[config.mk]
export PLATFORM = sky130hd
export DESIGN_NAME = mgec_top
export DESIGN_NICKNAME = d
export VERILOG_FILES = /design/src/mgec_pkg.sv /design/src/mgec_scan.sv /design/src/mgec_top.sv
export VERILOG_INCLUDE_DIRS = /design/src
export SDC_FILE = /design/constraint.sdc
export NUM_CORES = 2
export LEC_CHECK = 0
export CAP_MARGIN = 20
export CORE_ASPECT_RATIO = 1.25
export CORE_MARGIN = 2
export CORE_UTILIZATION = 53
export CTS_CLUSTER_SIZE = 40
export DETAILED_ROUTE_END_ITERATION = 10
export DONT_BUFFER_PORTS = 1
export GPL_ROUTABILITY_DRIVEN = 0
export PLACE_DENSITY = 0.72
export SKIP_LAST_GASP = 1
export SYNTH_ARGS = -nofsm -noshare
export SYNTH_HDL_FRONTEND = slang
export SYNTH_HIERARCHICAL = 1
export SYNTH_SLANG_ARGS = --single-unit
[constraint.sdc]
create_clock -name mclk_i -period 8 [get_ports mclk_i]
set_clock_uncertainty 0.15 [all_clocks]
set_input_delay 1.6 -clock mclk_i [delete_from_list [all_inputs] [get_ports mclk_i]]
set_output_delay 1.6 -clock mclk_i [all_outputs]
set_load 0.05 [all_outputs]
[src/mgec_regs.svh]
/*
 * Constants of the matrix GPIO edge counter: widths, group view codes,
 * reset values and scan timing counts.
 * Assumes one 200 MHz system clock; included by bare name.
 */
`ifndef MGEC_REGS_SVH
`define MGEC_REGS_SVH

`define MGEC_NUM_LINES 31
`define MGEC_SCAN_LINES 24
`define MGEC_CNT_W 32
`define MGEC_GRP_W 8
`define MGEC_MAX_KEYS 144

// Group view select codes
`define MGEC_GRP_LOW_BYTE 3'h0
`define MGEC_GRP_HIGH_BYTE 3'h1
`define MGEC_GRP_EVEN_LINES 3'h2
`define MGEC_GRP_ODD_LINES 3'h3
`define MGEC_GRP_UPPER_BYTE 3'h4

// Reset values
`define MGEC_RST_MASK 31'h0000_0000
`define MGEC_RST_PULL 31'h7FFF_FFFF
`define MGEC_RST_OUT 31'h7FFF_FFFF

// Scan timing
`define MGEC_CLK_PERIOD_NS 5
`define MGEC_SCAN_STEP_NS 2000
`define MGEC_SCAN_STEP_CYC ((`MGEC_SCAN_STEP_NS + `MGEC_CLK_PERIOD_NS - 1) / `MGEC_CLK_PERIOD_NS)

`endif

[src/mgec_pkg.sv]
/*
 * Types of the matrix GPIO edge counter: scanner states, key record.
 * Assumes mgec_regs.svh for the widths.
 */
`include "mgec_regs.svh"

package mgec_pkg;

    typedef enum logic [1:0] {
        SC_BASE = 2'b00,
        SC_DRIVE = 2'b01,
        SC_PUBLISH = 2'b10
    } mgec_scan_st_e;

    typedef struct packed {
        logic valid;
        logic [4:0] line_a;
        logic [4:0] line_b;
    } mgec_key_s;

    typedef logic [`MGEC_NUM_LINES-1:0] mgec_lines_t;
    typedef logic [`MGEC_SCAN_LINES-1:0] mgec_scan_t;

endpackage : mgec_pkg

[src/mgec_scan.sv]
/*
 * Key matrix scanner: drives one scan line low at a time and senses
 * the higher scan lines, reporting up to two joined line pairs.
 * Assumes synchronised line levels and pull-ups on every scan line.
 */
`timescale 1ns/1ps

module mgec_scan
    import mgec_pkg::*;
#(
    parameter int STEP_CYC = `MGEC_SCAN_STEP_CYC
) (
    // Clock and reset
    input wire logic mclk_i,
    input wire logic rst_n_i,
    // Line side
    input wire mgec_scan_t en_i,
    input wire mgec_scan_t lvl_i,
    output mgec_scan_t drive_o,
    // Key report
    output mgec_key_s key0_o,
    output mgec_key_s key1_o,
    output logic key_evt_o
);

    typedef struct packed {
        mgec_scan_st_e st;
        logic [15:0] tick;
        logic [4:0] idx;
        mgec_scan_t gnd;
        logic [1:0] nk;
        mgec_key_s k0;
        mgec_key_s k1;
        mgec_key_s p0;
        mgec_key_s p1;
        logic evt;
    } mgec_scan_s;

    mgec_scan_s s_q, s_d;
    mgec_scan_t sense;
    logic tick_hit;

    always_comb begin
        s_d = s_q;
        s_d.evt = 1'b0;
        sense = '0;
        tick_hit = (s_q.tick == 16'(STEP_CYC - 1));
        s_d.tick = tick_hit ? 16'h0000 : s_q.tick + 16'h0001;
        case (s_q.st)
            SC_BASE: begin
                if (tick_hit) begin
                    // Lines already low at sweep start count as grounded and are left out of the matrix
                    s_d.gnd = ~lvl_i & en_i;
                    s_d.idx = 5'h00;
                    s_d.nk = 2'h0;
                    s_d.k0 = '0;
                    s_d.k1 = '0;
                    s_d.st = SC_DRIVE;
                end
            end
            SC_DRIVE: begin
                if (tick_hit) begin
                    // Only lines above the driver: each pair is seen once
                    for (int j = 0; j < `MGEC_SCAN_LINES; j++) begin
                        sense[j] = ~lvl_i[j] & en_i[j] & ~s_q.gnd[j] & (j > s_q.idx);
                    end
                    if (!(en_i[s_q.idx] && !s_q.gnd[s_q.idx])) begin
                        sense = '0;
                    end
                    // Two simultaneous keys are kept; a third is dropped
                    for (int j = `MGEC_SCAN_LINES - 1; j >= 0; j--) begin
                        if (sense[j] && s_d.nk == 2'h0) begin
                            s_d.k0 = '{1'b1, s_q.idx, 5'(j)};
                        end
                    end
                    for (int j = 0; j < `MGEC_SCAN_LINES; j++) begin
                        if (sense[j] && s_d.nk != 2'h2) begin
                            if (s_d.nk == 2'h0) begin
                                s_d.nk = 2'h1;
                            end else if (5'(j) != s_d.k0.line_b || s_q.idx != s_d.k0.line_a) begin
                                s_d.k1 = '{1'b1, s_q.idx, 5'(j)};
                                s_d.nk = 2'h2;
                            end
                        end
                    end
                    if (s_q.idx == 5'(`MGEC_SCAN_LINES - 1)) begin
                        s_d.st = SC_PUBLISH;
                    end else begin
                        s_d.idx = s_q.idx + 5'h01;
                    end
                end
            end
            SC_PUBLISH: begin
                if (s_q.k0 != s_q.p0 || s_q.k1 != s_q.p1) begin
                    s_d.p0 = s_q.k0;
                    s_d.p1 = s_q.k1;
                    s_d.evt = s_q.k0.valid;
                end
                s_d.st = SC_BASE;
            end
            default: begin
                s_d.st = SC_BASE;
            end
        endcase
    end

    always_ff @(posedge mclk_i) begin
        if (!rst_n_i) begin
            s_q <= '0;
        end else begin
            s_q <= s_d;
        end
    end

    always_comb begin
        drive_o = '0;
        if (s_q.st == SC_DRIVE && en_i[s_q.idx] && !s_q.gnd[s_q.idx]) begin
            drive_o[s_q.idx] = 1'b1;
        end
    end

    assign key0_o = s_q.p0;
    assign key1_o = s_q.p1;
    assign key_evt_o = s_q.evt;

endmodule : mgec_scan

[src/mgec_top.sv]
/*
 * Matrix GPIO edge counter: 31 user lines with configuration masks,
 * single-bit and 8-bit group access, edge events, per-line edge
 * counters and a key matrix scanner on the lower 24 lines.
 * Assumes inputs synchronous to mclk_i and a pad that resolves the
 * line from pad_out_o, pad_oe_n_o and pad_pull_o.
 */

`timescale 1ns/1ps

module mgec_top
    import mgec_pkg::*;
#(
    parameter int NUM_LINES = `MGEC_NUM_LINES,
    parameter int CNT_W = `MGEC_CNT_W,
    parameter int SCAN_STEP_CYC = `MGEC_SCAN_STEP_CYC
) (
    // Clock and reset
    input wire logic mclk_i,
    input wire logic rst_n_i,
    // Configuration, taken on cfg_load_i
    input wire logic cfg_load_i,
    input wire mgec_lines_t active_mask_i,
    input wire mgec_lines_t dir_in_mask_i,
    input wire mgec_lines_t edge_irq_mask_i,
    input wire mgec_lines_t edge_rise_mask_i,
    input wire mgec_lines_t scan_mask_i,
    input wire mgec_lines_t pullup_mask_i,
    // Pins claimed by other on-chip functions
    input wire mgec_lines_t claimed_mask_i,
    // Single-bit access
    input wire logic bit_wr_i,
    input wire logic [4:0] bit_sel_i,
    input wire logic bit_val_i,
    output mgec_lines_t line_level_o,
    // Group access
    input wire logic grp_wr_i,
    input wire logic [2:0] grp_sel_i,
    input wire logic [7:0] grp_data_i,
    input wire logic [2:0] grp_rd_sel_i,
    output logic [7:0] grp_rd_data_o,
    // Edge events and counters
    output mgec_lines_t edge_evt_o,
    input wire logic cnt_clr_i,
    input wire logic [4:0] cnt_clr_sel_i,
    input wire logic [4:0] cnt_rd_sel_i,
    output logic [CNT_W-1:0] cnt_val_o,
    // Key matrix report
    output mgec_key_s key0_o,
    output mgec_key_s key1_o,
    output logic key_evt_o,
    // Pads
    input wire mgec_lines_t pad_in_i,
    output mgec_lines_t pad_out_o,
    output mgec_lines_t pad_oe_n_o,
    output mgec_lines_t pad_pull_o
);

    typedef struct packed {
        logic cfg_ok;
        mgec_lines_t active;
        mgec_lines_t dir_in;
        mgec_lines_t trig;
        mgec_lines_t rise;
        mgec_lines_t scan;
        mgec_lines_t pull;
        mgec_lines_t s1;
        mgec_lines_t s2;
        mgec_lines_t prev;
        mgec_lines_t outv;
        mgec_lines_t lvl;
        mgec_lines_t evt;
        mgec_lines_t pout;
        mgec_lines_t oe_n;
        mgec_lines_t pull_o;
        logic [7:0] grp_rd;
        logic [CNT_W-1:0] cnt_rd;
        logic [NUM_LINES-1:0][CNT_W-1:0] cnt;
    } mgec_top_s;

    mgec_top_s s_q, s_d;

    mgec_lines_t own;
    mgec_lines_t gpio_out;
    mgec_lines_t writable;
    mgec_lines_t hit;
    mgec_scan_t scan_en;
    mgec_scan_t scan_drive;
    logic [4:0] gl;

    // Line behind bit k of a group view, lowest line on bit 0
    function automatic logic [4:0] grp_line(input logic [2:0] sel, input int k);
        logic [4:0] r;
        r = 5'(k);
        case (sel)
            `MGEC_GRP_LOW_BYTE: r = 5'(k);
            `MGEC_GRP_HIGH_BYTE: r = 5'(8 + k);
            `MGEC_GRP_EVEN_LINES: r = 5'(2 * k);
            `MGEC_GRP_ODD_LINES: r = 5'(2 * k + 1);
            `MGEC_GRP_UPPER_BYTE: r = 5'(16 + k);
            default: r = 5'(k);
        endcase
        return r;
    endfunction : grp_line

    // Scanner only owns active, unclaimed lines of the lower 24
    assign scan_en = s_q.scan[`MGEC_SCAN_LINES-1:0] & own[`MGEC_SCAN_LINES-1:0];

    mgec_scan #(
        .STEP_CYC(SCAN_STEP_CYC)
    ) u_scan (
        .mclk_i(mclk_i),
        .rst_n_i(rst_n_i),
        .en_i(scan_en),
        .lvl_i(s_q.s2[`MGEC_SCAN_LINES-1:0]),
        .drive_o(scan_drive),
        .key0_o(key0_o),
        .key1_o(key1_o),
        .key_evt_o(key_evt_o)
    );

    always_comb begin
        s_d = s_q;
        gl = 5'h00;

        // Claimed pins drop out of every GPIO path
        own = s_q.active & ~claimed_mask_i;
        writable = own & ~s_q.dir_in & ~s_q.scan;
        gpio_out = writable;

        if (cfg_load_i) begin
            s_d.cfg_ok = 1'b1;
            s_d.active = active_mask_i;
            s_d.dir_in = dir_in_mask_i;
            s_d.trig = edge_irq_mask_i;
            s_d.rise = edge_rise_mask_i;
            s_d.scan = scan_mask_i & mgec_lines_t'({`MGEC_SCAN_LINES{1'b1}});
            s_d.pull = pullup_mask_i;
        end

        // Second stage is the only reader of the first
        s_d.s1 = pad_in_i;
        s_d.s2 = s_q.s1;
        s_d.prev = s_q.s2;

        // Edge on the selected polarity of each armed line
        for (int i = 0; i < NUM_LINES; i++) begin
            hit[i] = s_q.trig[i] & own[i] & ~s_q.scan[i] &
                     (s_q.rise[i] ? (s_q.s2[i] & ~s_q.prev[i])
                                  : (~s_q.s2[i] & s_q.prev[i]));
        end
        s_d.evt = hit;

        // Clear first, so an edge in the same cycle still counts
        for (int i = 0; i < NUM_LINES; i++) begin
            if (cnt_clr_i && cnt_clr_sel_i == 5'(i)) begin
                s_d.cnt[i] = '0;
            end
            if (hit[i]) begin
                s_d.cnt[i] = s_d.cnt[i] + CNT_W'(1);
            end
        end

        // Group write before bit write: the bit wins on overlap
        if (grp_wr_i) begin
            for (int k = 0; k < `MGEC_GRP_W; k++) begin
                gl = grp_line(grp_sel_i, k);
                if (writable[gl]) begin
                    s_d.outv[gl] = grp_data_i[k];
                end
            end
        end
        if (bit_wr_i && bit_sel_i < 5'(NUM_LINES) && writable[bit_sel_i]) begin
            s_d.outv[bit_sel_i] = bit_val_i;
        end

        // Readback of synchronised levels on enabled lines
        s_d.lvl = s_q.s2 & own;
        for (int k = 0; k < `MGEC_GRP_W; k++) begin
            gl = grp_line(grp_rd_sel_i, k);
            s_d.grp_rd[k] = s_q.s2[gl] & own[gl];
        end
        s_d.cnt_rd = (cnt_rd_sel_i < 5'(NUM_LINES)) ? s_q.cnt[cnt_rd_sel_i] : '0;

        // Pad drive: GPIO outputs, else scanner pulls its line low
        for (int i = 0; i < NUM_LINES; i++) begin
            s_d.pout[i] = gpio_out[i] & s_q.outv[i];
            s_d.oe_n[i] = ~gpio_out[i];
            if (i < `MGEC_SCAN_LINES) begin
                if (scan_drive[i]) begin
                    s_d.pout[i] = 1'b0;
                    s_d.oe_n[i] = 1'b0;
                end
            end
        end

        // Until configured every line idles pulled high
        if (!s_q.cfg_ok) begin
            s_d.pull_o = mgec_lines_t'(`MGEC_RST_PULL);
        end else begin
            // Scan lines need their pull-up to read an open key
            s_d.pull_o = ((s_q.pull & own & s_q.dir_in) | (s_q.scan & own)) &
                         ~claimed_mask_i;
        end
    end

    always_ff @(posedge mclk_i) begin
        if (!rst_n_i) begin
            s_q <= '0;
            s_q.outv <= mgec_lines_t'(`MGEC_RST_OUT);
            s_q.oe_n <= mgec_lines_t'({`MGEC_NUM_LINES{1'b1}});
            s_q.pull_o <= mgec_lines_t'(`MGEC_RST_PULL);
            // Pads idle pulled high: avoids a false edge after reset
            s_q.s1 <= '1;
            s_q.s2 <= '1;
            s_q.prev <= '1;
        end else begin
            s_q <= s_d;
        end
    end

    assign line_level_o = s_q.lvl;
    assign grp_rd_data_o = s_q.grp_rd;
    assign edge_evt_o = s_q.evt;
    assign cnt_val_o = s_q.cnt_rd;
    assign pad_out_o = s_q.pout;
    assign pad_oe_n_o = s_q.oe_n;
    assign pad_pull_o = s_q.pull_o;

endmodule : mgec_top

==> results.md <==
* Pre-antenna DRT Iters at 7
* Setup CP Type: reg2reg
* Dpl cells at around 11000
* Hold Path Origin: s_d[1275]
* Port bufs at 0
* Seq cells post-synth at about 1600
* Antenna viol nets, final at 0
* Synth cell types at roughly 110
* RSZ-0062 raised after global routing: no
* Worst vdd ir at about 250 uV
* Critical path endpoint category: flip-flop
* Place WS at -0.0139 ns
* Synth Flop Type: dfxtp_1
* Nets at 9121
* GRT Residual Overflow at 0
* P&R area growth vs syn at 7.36%
* 1st-iter DRT viols at 8718
* Vias per inst at between 6 and 7
* Clock power frac at 47.6%
* Die width at ~360 um
* DRC errors left at 0
* Clock H-tree levels at 4
* Yosys Warn Count at 6
* Insertion delay to the later sink of the worst-skew pair at 0.86 ns
* Die H at about 440 um
* Pins over their slew limit at 0
* Leak at around 0.031 uW
* Clock Tree Buf Depth at 3
* Worst Path Arrival at 8.23 ns
* CP max FO at 43
* Slew @ Worst Pin at 1.28 ns
* Hold Path Depth at 1
* R2R setup slack at 0.34 ns
* Initial antenna violation count at 53
* Final worst path period share at about 96%
* Site Rows at about 160
* Final setup margin at 0.338 ns
* Mapped Area at slightly above 80000 um2
* Post-route setup TNS at 0 ns
* Share of total power in combinational logic at 3.4%
* Int Pwr at ~13000 uW
* Maxcap violations at 0
* Switching power at roughly 4000 uW
* Fill cell count at 13400
* Fmax at ~130 MHz
* WL/cell at between 20 and 30 um
* Hpwl dp at between 200000 and 250000 um
* CTS Buf Count at 161
* Layout cells sized above 1 at 9.89%
* Layout Utilization at 57.1%
* Detailed Route WL at between 200000 and 300000 um
* Via count at 70600
* Req. time, crit path at 8.57 ns
* Register area share after synthesis at 38.9%
* Clock Sink Count at 1585
* Non-filler instance count after layout at about 11000
* Ports at roughly 500
* Pin count of the biggest net entering global routing at 330
* Reg-to-reg startpoint: u_scan/s_q[71]
* HP Class: reg2reg
* PwrDens at between 150 and 200 nW/um2
* Worst hold endpoint: s_d[1244]
* Final setup fails at 0
* Reg2Reg Depth at 20
* First-pass GRT wire length at around 420000 um
* Starting density of the core at 53.2%
* CTS Root Cell: clkbuf_16
* Setup Buffers After CTS at 0
* Avg Inst Size Synth at 8.89 um2
* Worst R2R End: u_scan/s_q[31]
* Worst Setup Start Kind: flip-flop
* Rel. slew slack at between 10% and 20%
* Syn Inst Count at 9180
* Post-Syn Nets at 9500
* Hold_buf cts at 0
* Hold Fails Final Rpt at 0
* Vias in the first global route at 65700
* Min Tclk post-route at ~7.7 ns
* Post-synthesis async set-or-reset flop share at 0%
* GRT Util Overall at 35.3%
* Core area at about 150000 um2
* Net Sw Frac at roughly a quarter
* Number of synthesized flops with an enable pin at 0
* Post-cts repair resize count at 0
* Status: completed
* Clock slew at reported path FFs at about 0.07 ns
* Die Footprint at between 150000 and 200000 um2
* CTS tree: yes
* Reg power frac at about half
## stage by stage
step | power [uW] | hold WS (ns) | instance area [um2]
floorplan | 8810 | 0.236 | 81600
global placement | 8860 | 0.241 | 82000
detailed placement | 8870 | 0.241 | 82000
CTS | 16700 | 0.255 | 87500
global route | 17000 | 0.270 | 87600
finish | 16700 | 0.255 | 87700
## sequential cells by signal (all words and copies together) (netlist names)
register and cells:
cnt_val_o 32, pad_oe_n_o 31, s_q 1234, pad_pull_o 31, edge_evt_o 31, grp_rd_data_o 8
u_scan/key1_o 11, u_scan/key_evt_o 1, pad_out_o 31, u_scan/key0_o 11, u_scan/s_q 71, line_level_o 31
s_d 62
## layer usage
layer	global-route usage [%]	up-vias	part of all wire (%)
li1	-	31500	-
met1	41.9	34000	36
met4	30.1	26	10
met2	52.3	3958	43
met5	0	-	0.052
met3	10.3	1065	11
## layout make-up
type                       instances  area [um2]  share of cell area (%)
antenna                           28        70.1                  0.0799
multi-input combinational       6721       45900                    52.4
clock buffer                     230        4670                    5.33
sequential                      1585       31700                    36.2
tap                             2037        2550                    2.91
clock inverter                    61         870                   0.992
inverter                         179         679                   0.775
timing repair buffer             153        1170                    1.33
## worst max-delay path, cell delays in order, from the launching register on
cell       delay (ns)
dfxtp_2          0.97
mux2_2           0.43
mux4_2           0.51
a222oi_1         0.61
nand3b_2         0.27
buf_4            0.26
nor3_2           0.28
a221o_2          0.25
a31oi_1          0.16
a2111oi_4        0.48
nor3b_1          0.35
mux2i_1          0.22
a21oi_2          0.20
o21a_1           0.25
nor2_1           0.11
mux2_1           0.36
a41o_1           0.27
or3_1            0.44
or3_4            0.41
o21ai_1          0.38
o22ai_1          0.17
## cells by family after synthesis
group / Yosys count / share of synthesized area, %
xor+xnor: 833 / 8.94
buf+inv: 874 / 5.10
flops: 1585 / 38.9
simple gates: 4210 / 25.9
compound gates: 991 / 8.07
fa+ha+maj: 36 / 0.552
mux: 651 / 12.6
## power by group through the flow
stage	Sequential [uW]	Combinational, uW	Clock [uW]
final	8160	565	7940
after global routing	8160	588	8280
after floorplan	8210	600	0
after global placement	8330	534	0
after detailed placement	8330	540	0
after CTS	8160	544	7970
## cells in the mapped netlist, types with 132 or more instances
master | instances | area share (%)
a21oi_1 | 270 | 1.7
and2_1 | 171 | 1.3
and3_1 | 155 | 1.2
buf_4 | 218 | 2.0
clkbuf_1 | 399 | 1.8
dfxtp_1 | 1585 | 39
inv_1 | 177 | 0.81
mux2i_1 | 321 | 3.9
mux4_2 | 295 | 8.1
nand2_1 | 855 | 3.9
nand2b_1 | 132 | 1.0
nand3_1 | 404 | 2.5
nand4_1 | 288 | 2.2
nor2_1 | 1326 | 6.1
nor3_1 | 168 | 1.0
o21ai_0 | 253 | 1.6
xnor2_1 | 407 | 4.4
xor2_1 | 426 | 4.6
## cell usage in the layout, fill, tap and decap left out, types with 21 or more instances in the layout
cell type / synthesis / routed
xor2_1: 426 / 426
and4_1: 90 / 90
a21o_1: 24 / 24
o21a_1: 23 / 23
mux2_2: 21 / 21
nor2_1: 1326 / 1325
a21oi_1: 270 / 270
and2_1: 171 / 170
inv_1: 177 / 177
nand3b_1: 25 / 25
or3_1: 128 / 128
nand2b_1: 132 / 131
dfxtp_1: 1585 / 1584
and3_1: 155 / 155
o211ai_1: 65 / 65
diode_2: 0 / 28
buf_4: 218 / 142
nand2_1: 855 / 854
nor2b_1: 53 / 50
o211a_1: 23 / 23
o2111ai_1: 64 / 64
o21ai_0: 253 / 252
mux2i_1: 321 / 321
nand4_1: 288 / 288
nor3b_1: 70 / 70
nor3_1: 168 / 168
clkbuf_16: 0 / 161
xnor2_1: 407 / 407
and3b_1: 29 / 29
or4_1: 47 / 47
nand3_1: 404 / 404
a31oi_1: 23 / 23
clkbuf_8: 0 / 38
clkinv_2: 0 / 23
or2_2: 29 / 29
mux4_2: 295 / 295
clkbuf_1: 399 / 31
nor4_1: 101 / 96
ha_1: 36 / 36
## how the worst max path moves through the flow
| stage | end | slack [ns] | cells past startpoint | from |
|---|---|---|---|---|
| final | u_scan/s_q[31] | 0.34 | 20 | u_scan/s_q[71] |
| after global routing | u_scan/s_q[31] | 0.007 | 20 | u_scan/s_q[71] |
| after CTS | u_scan/s_q[31] | 0.60 | 20 | u_scan/s_q[71] |
| after detailed placement | u_scan/s_q[31] | -0.01 | 21 | claimed_mask_i[1] |
| after global placement | u_scan/s_q[31] | 0.17 | 21 | claimed_mask_i[1] |
| after floorplan | u_scan/s_q[32] | 0.74 | 23 | claimed_mask_i[1] |
(Power assumes the default switching activity.)
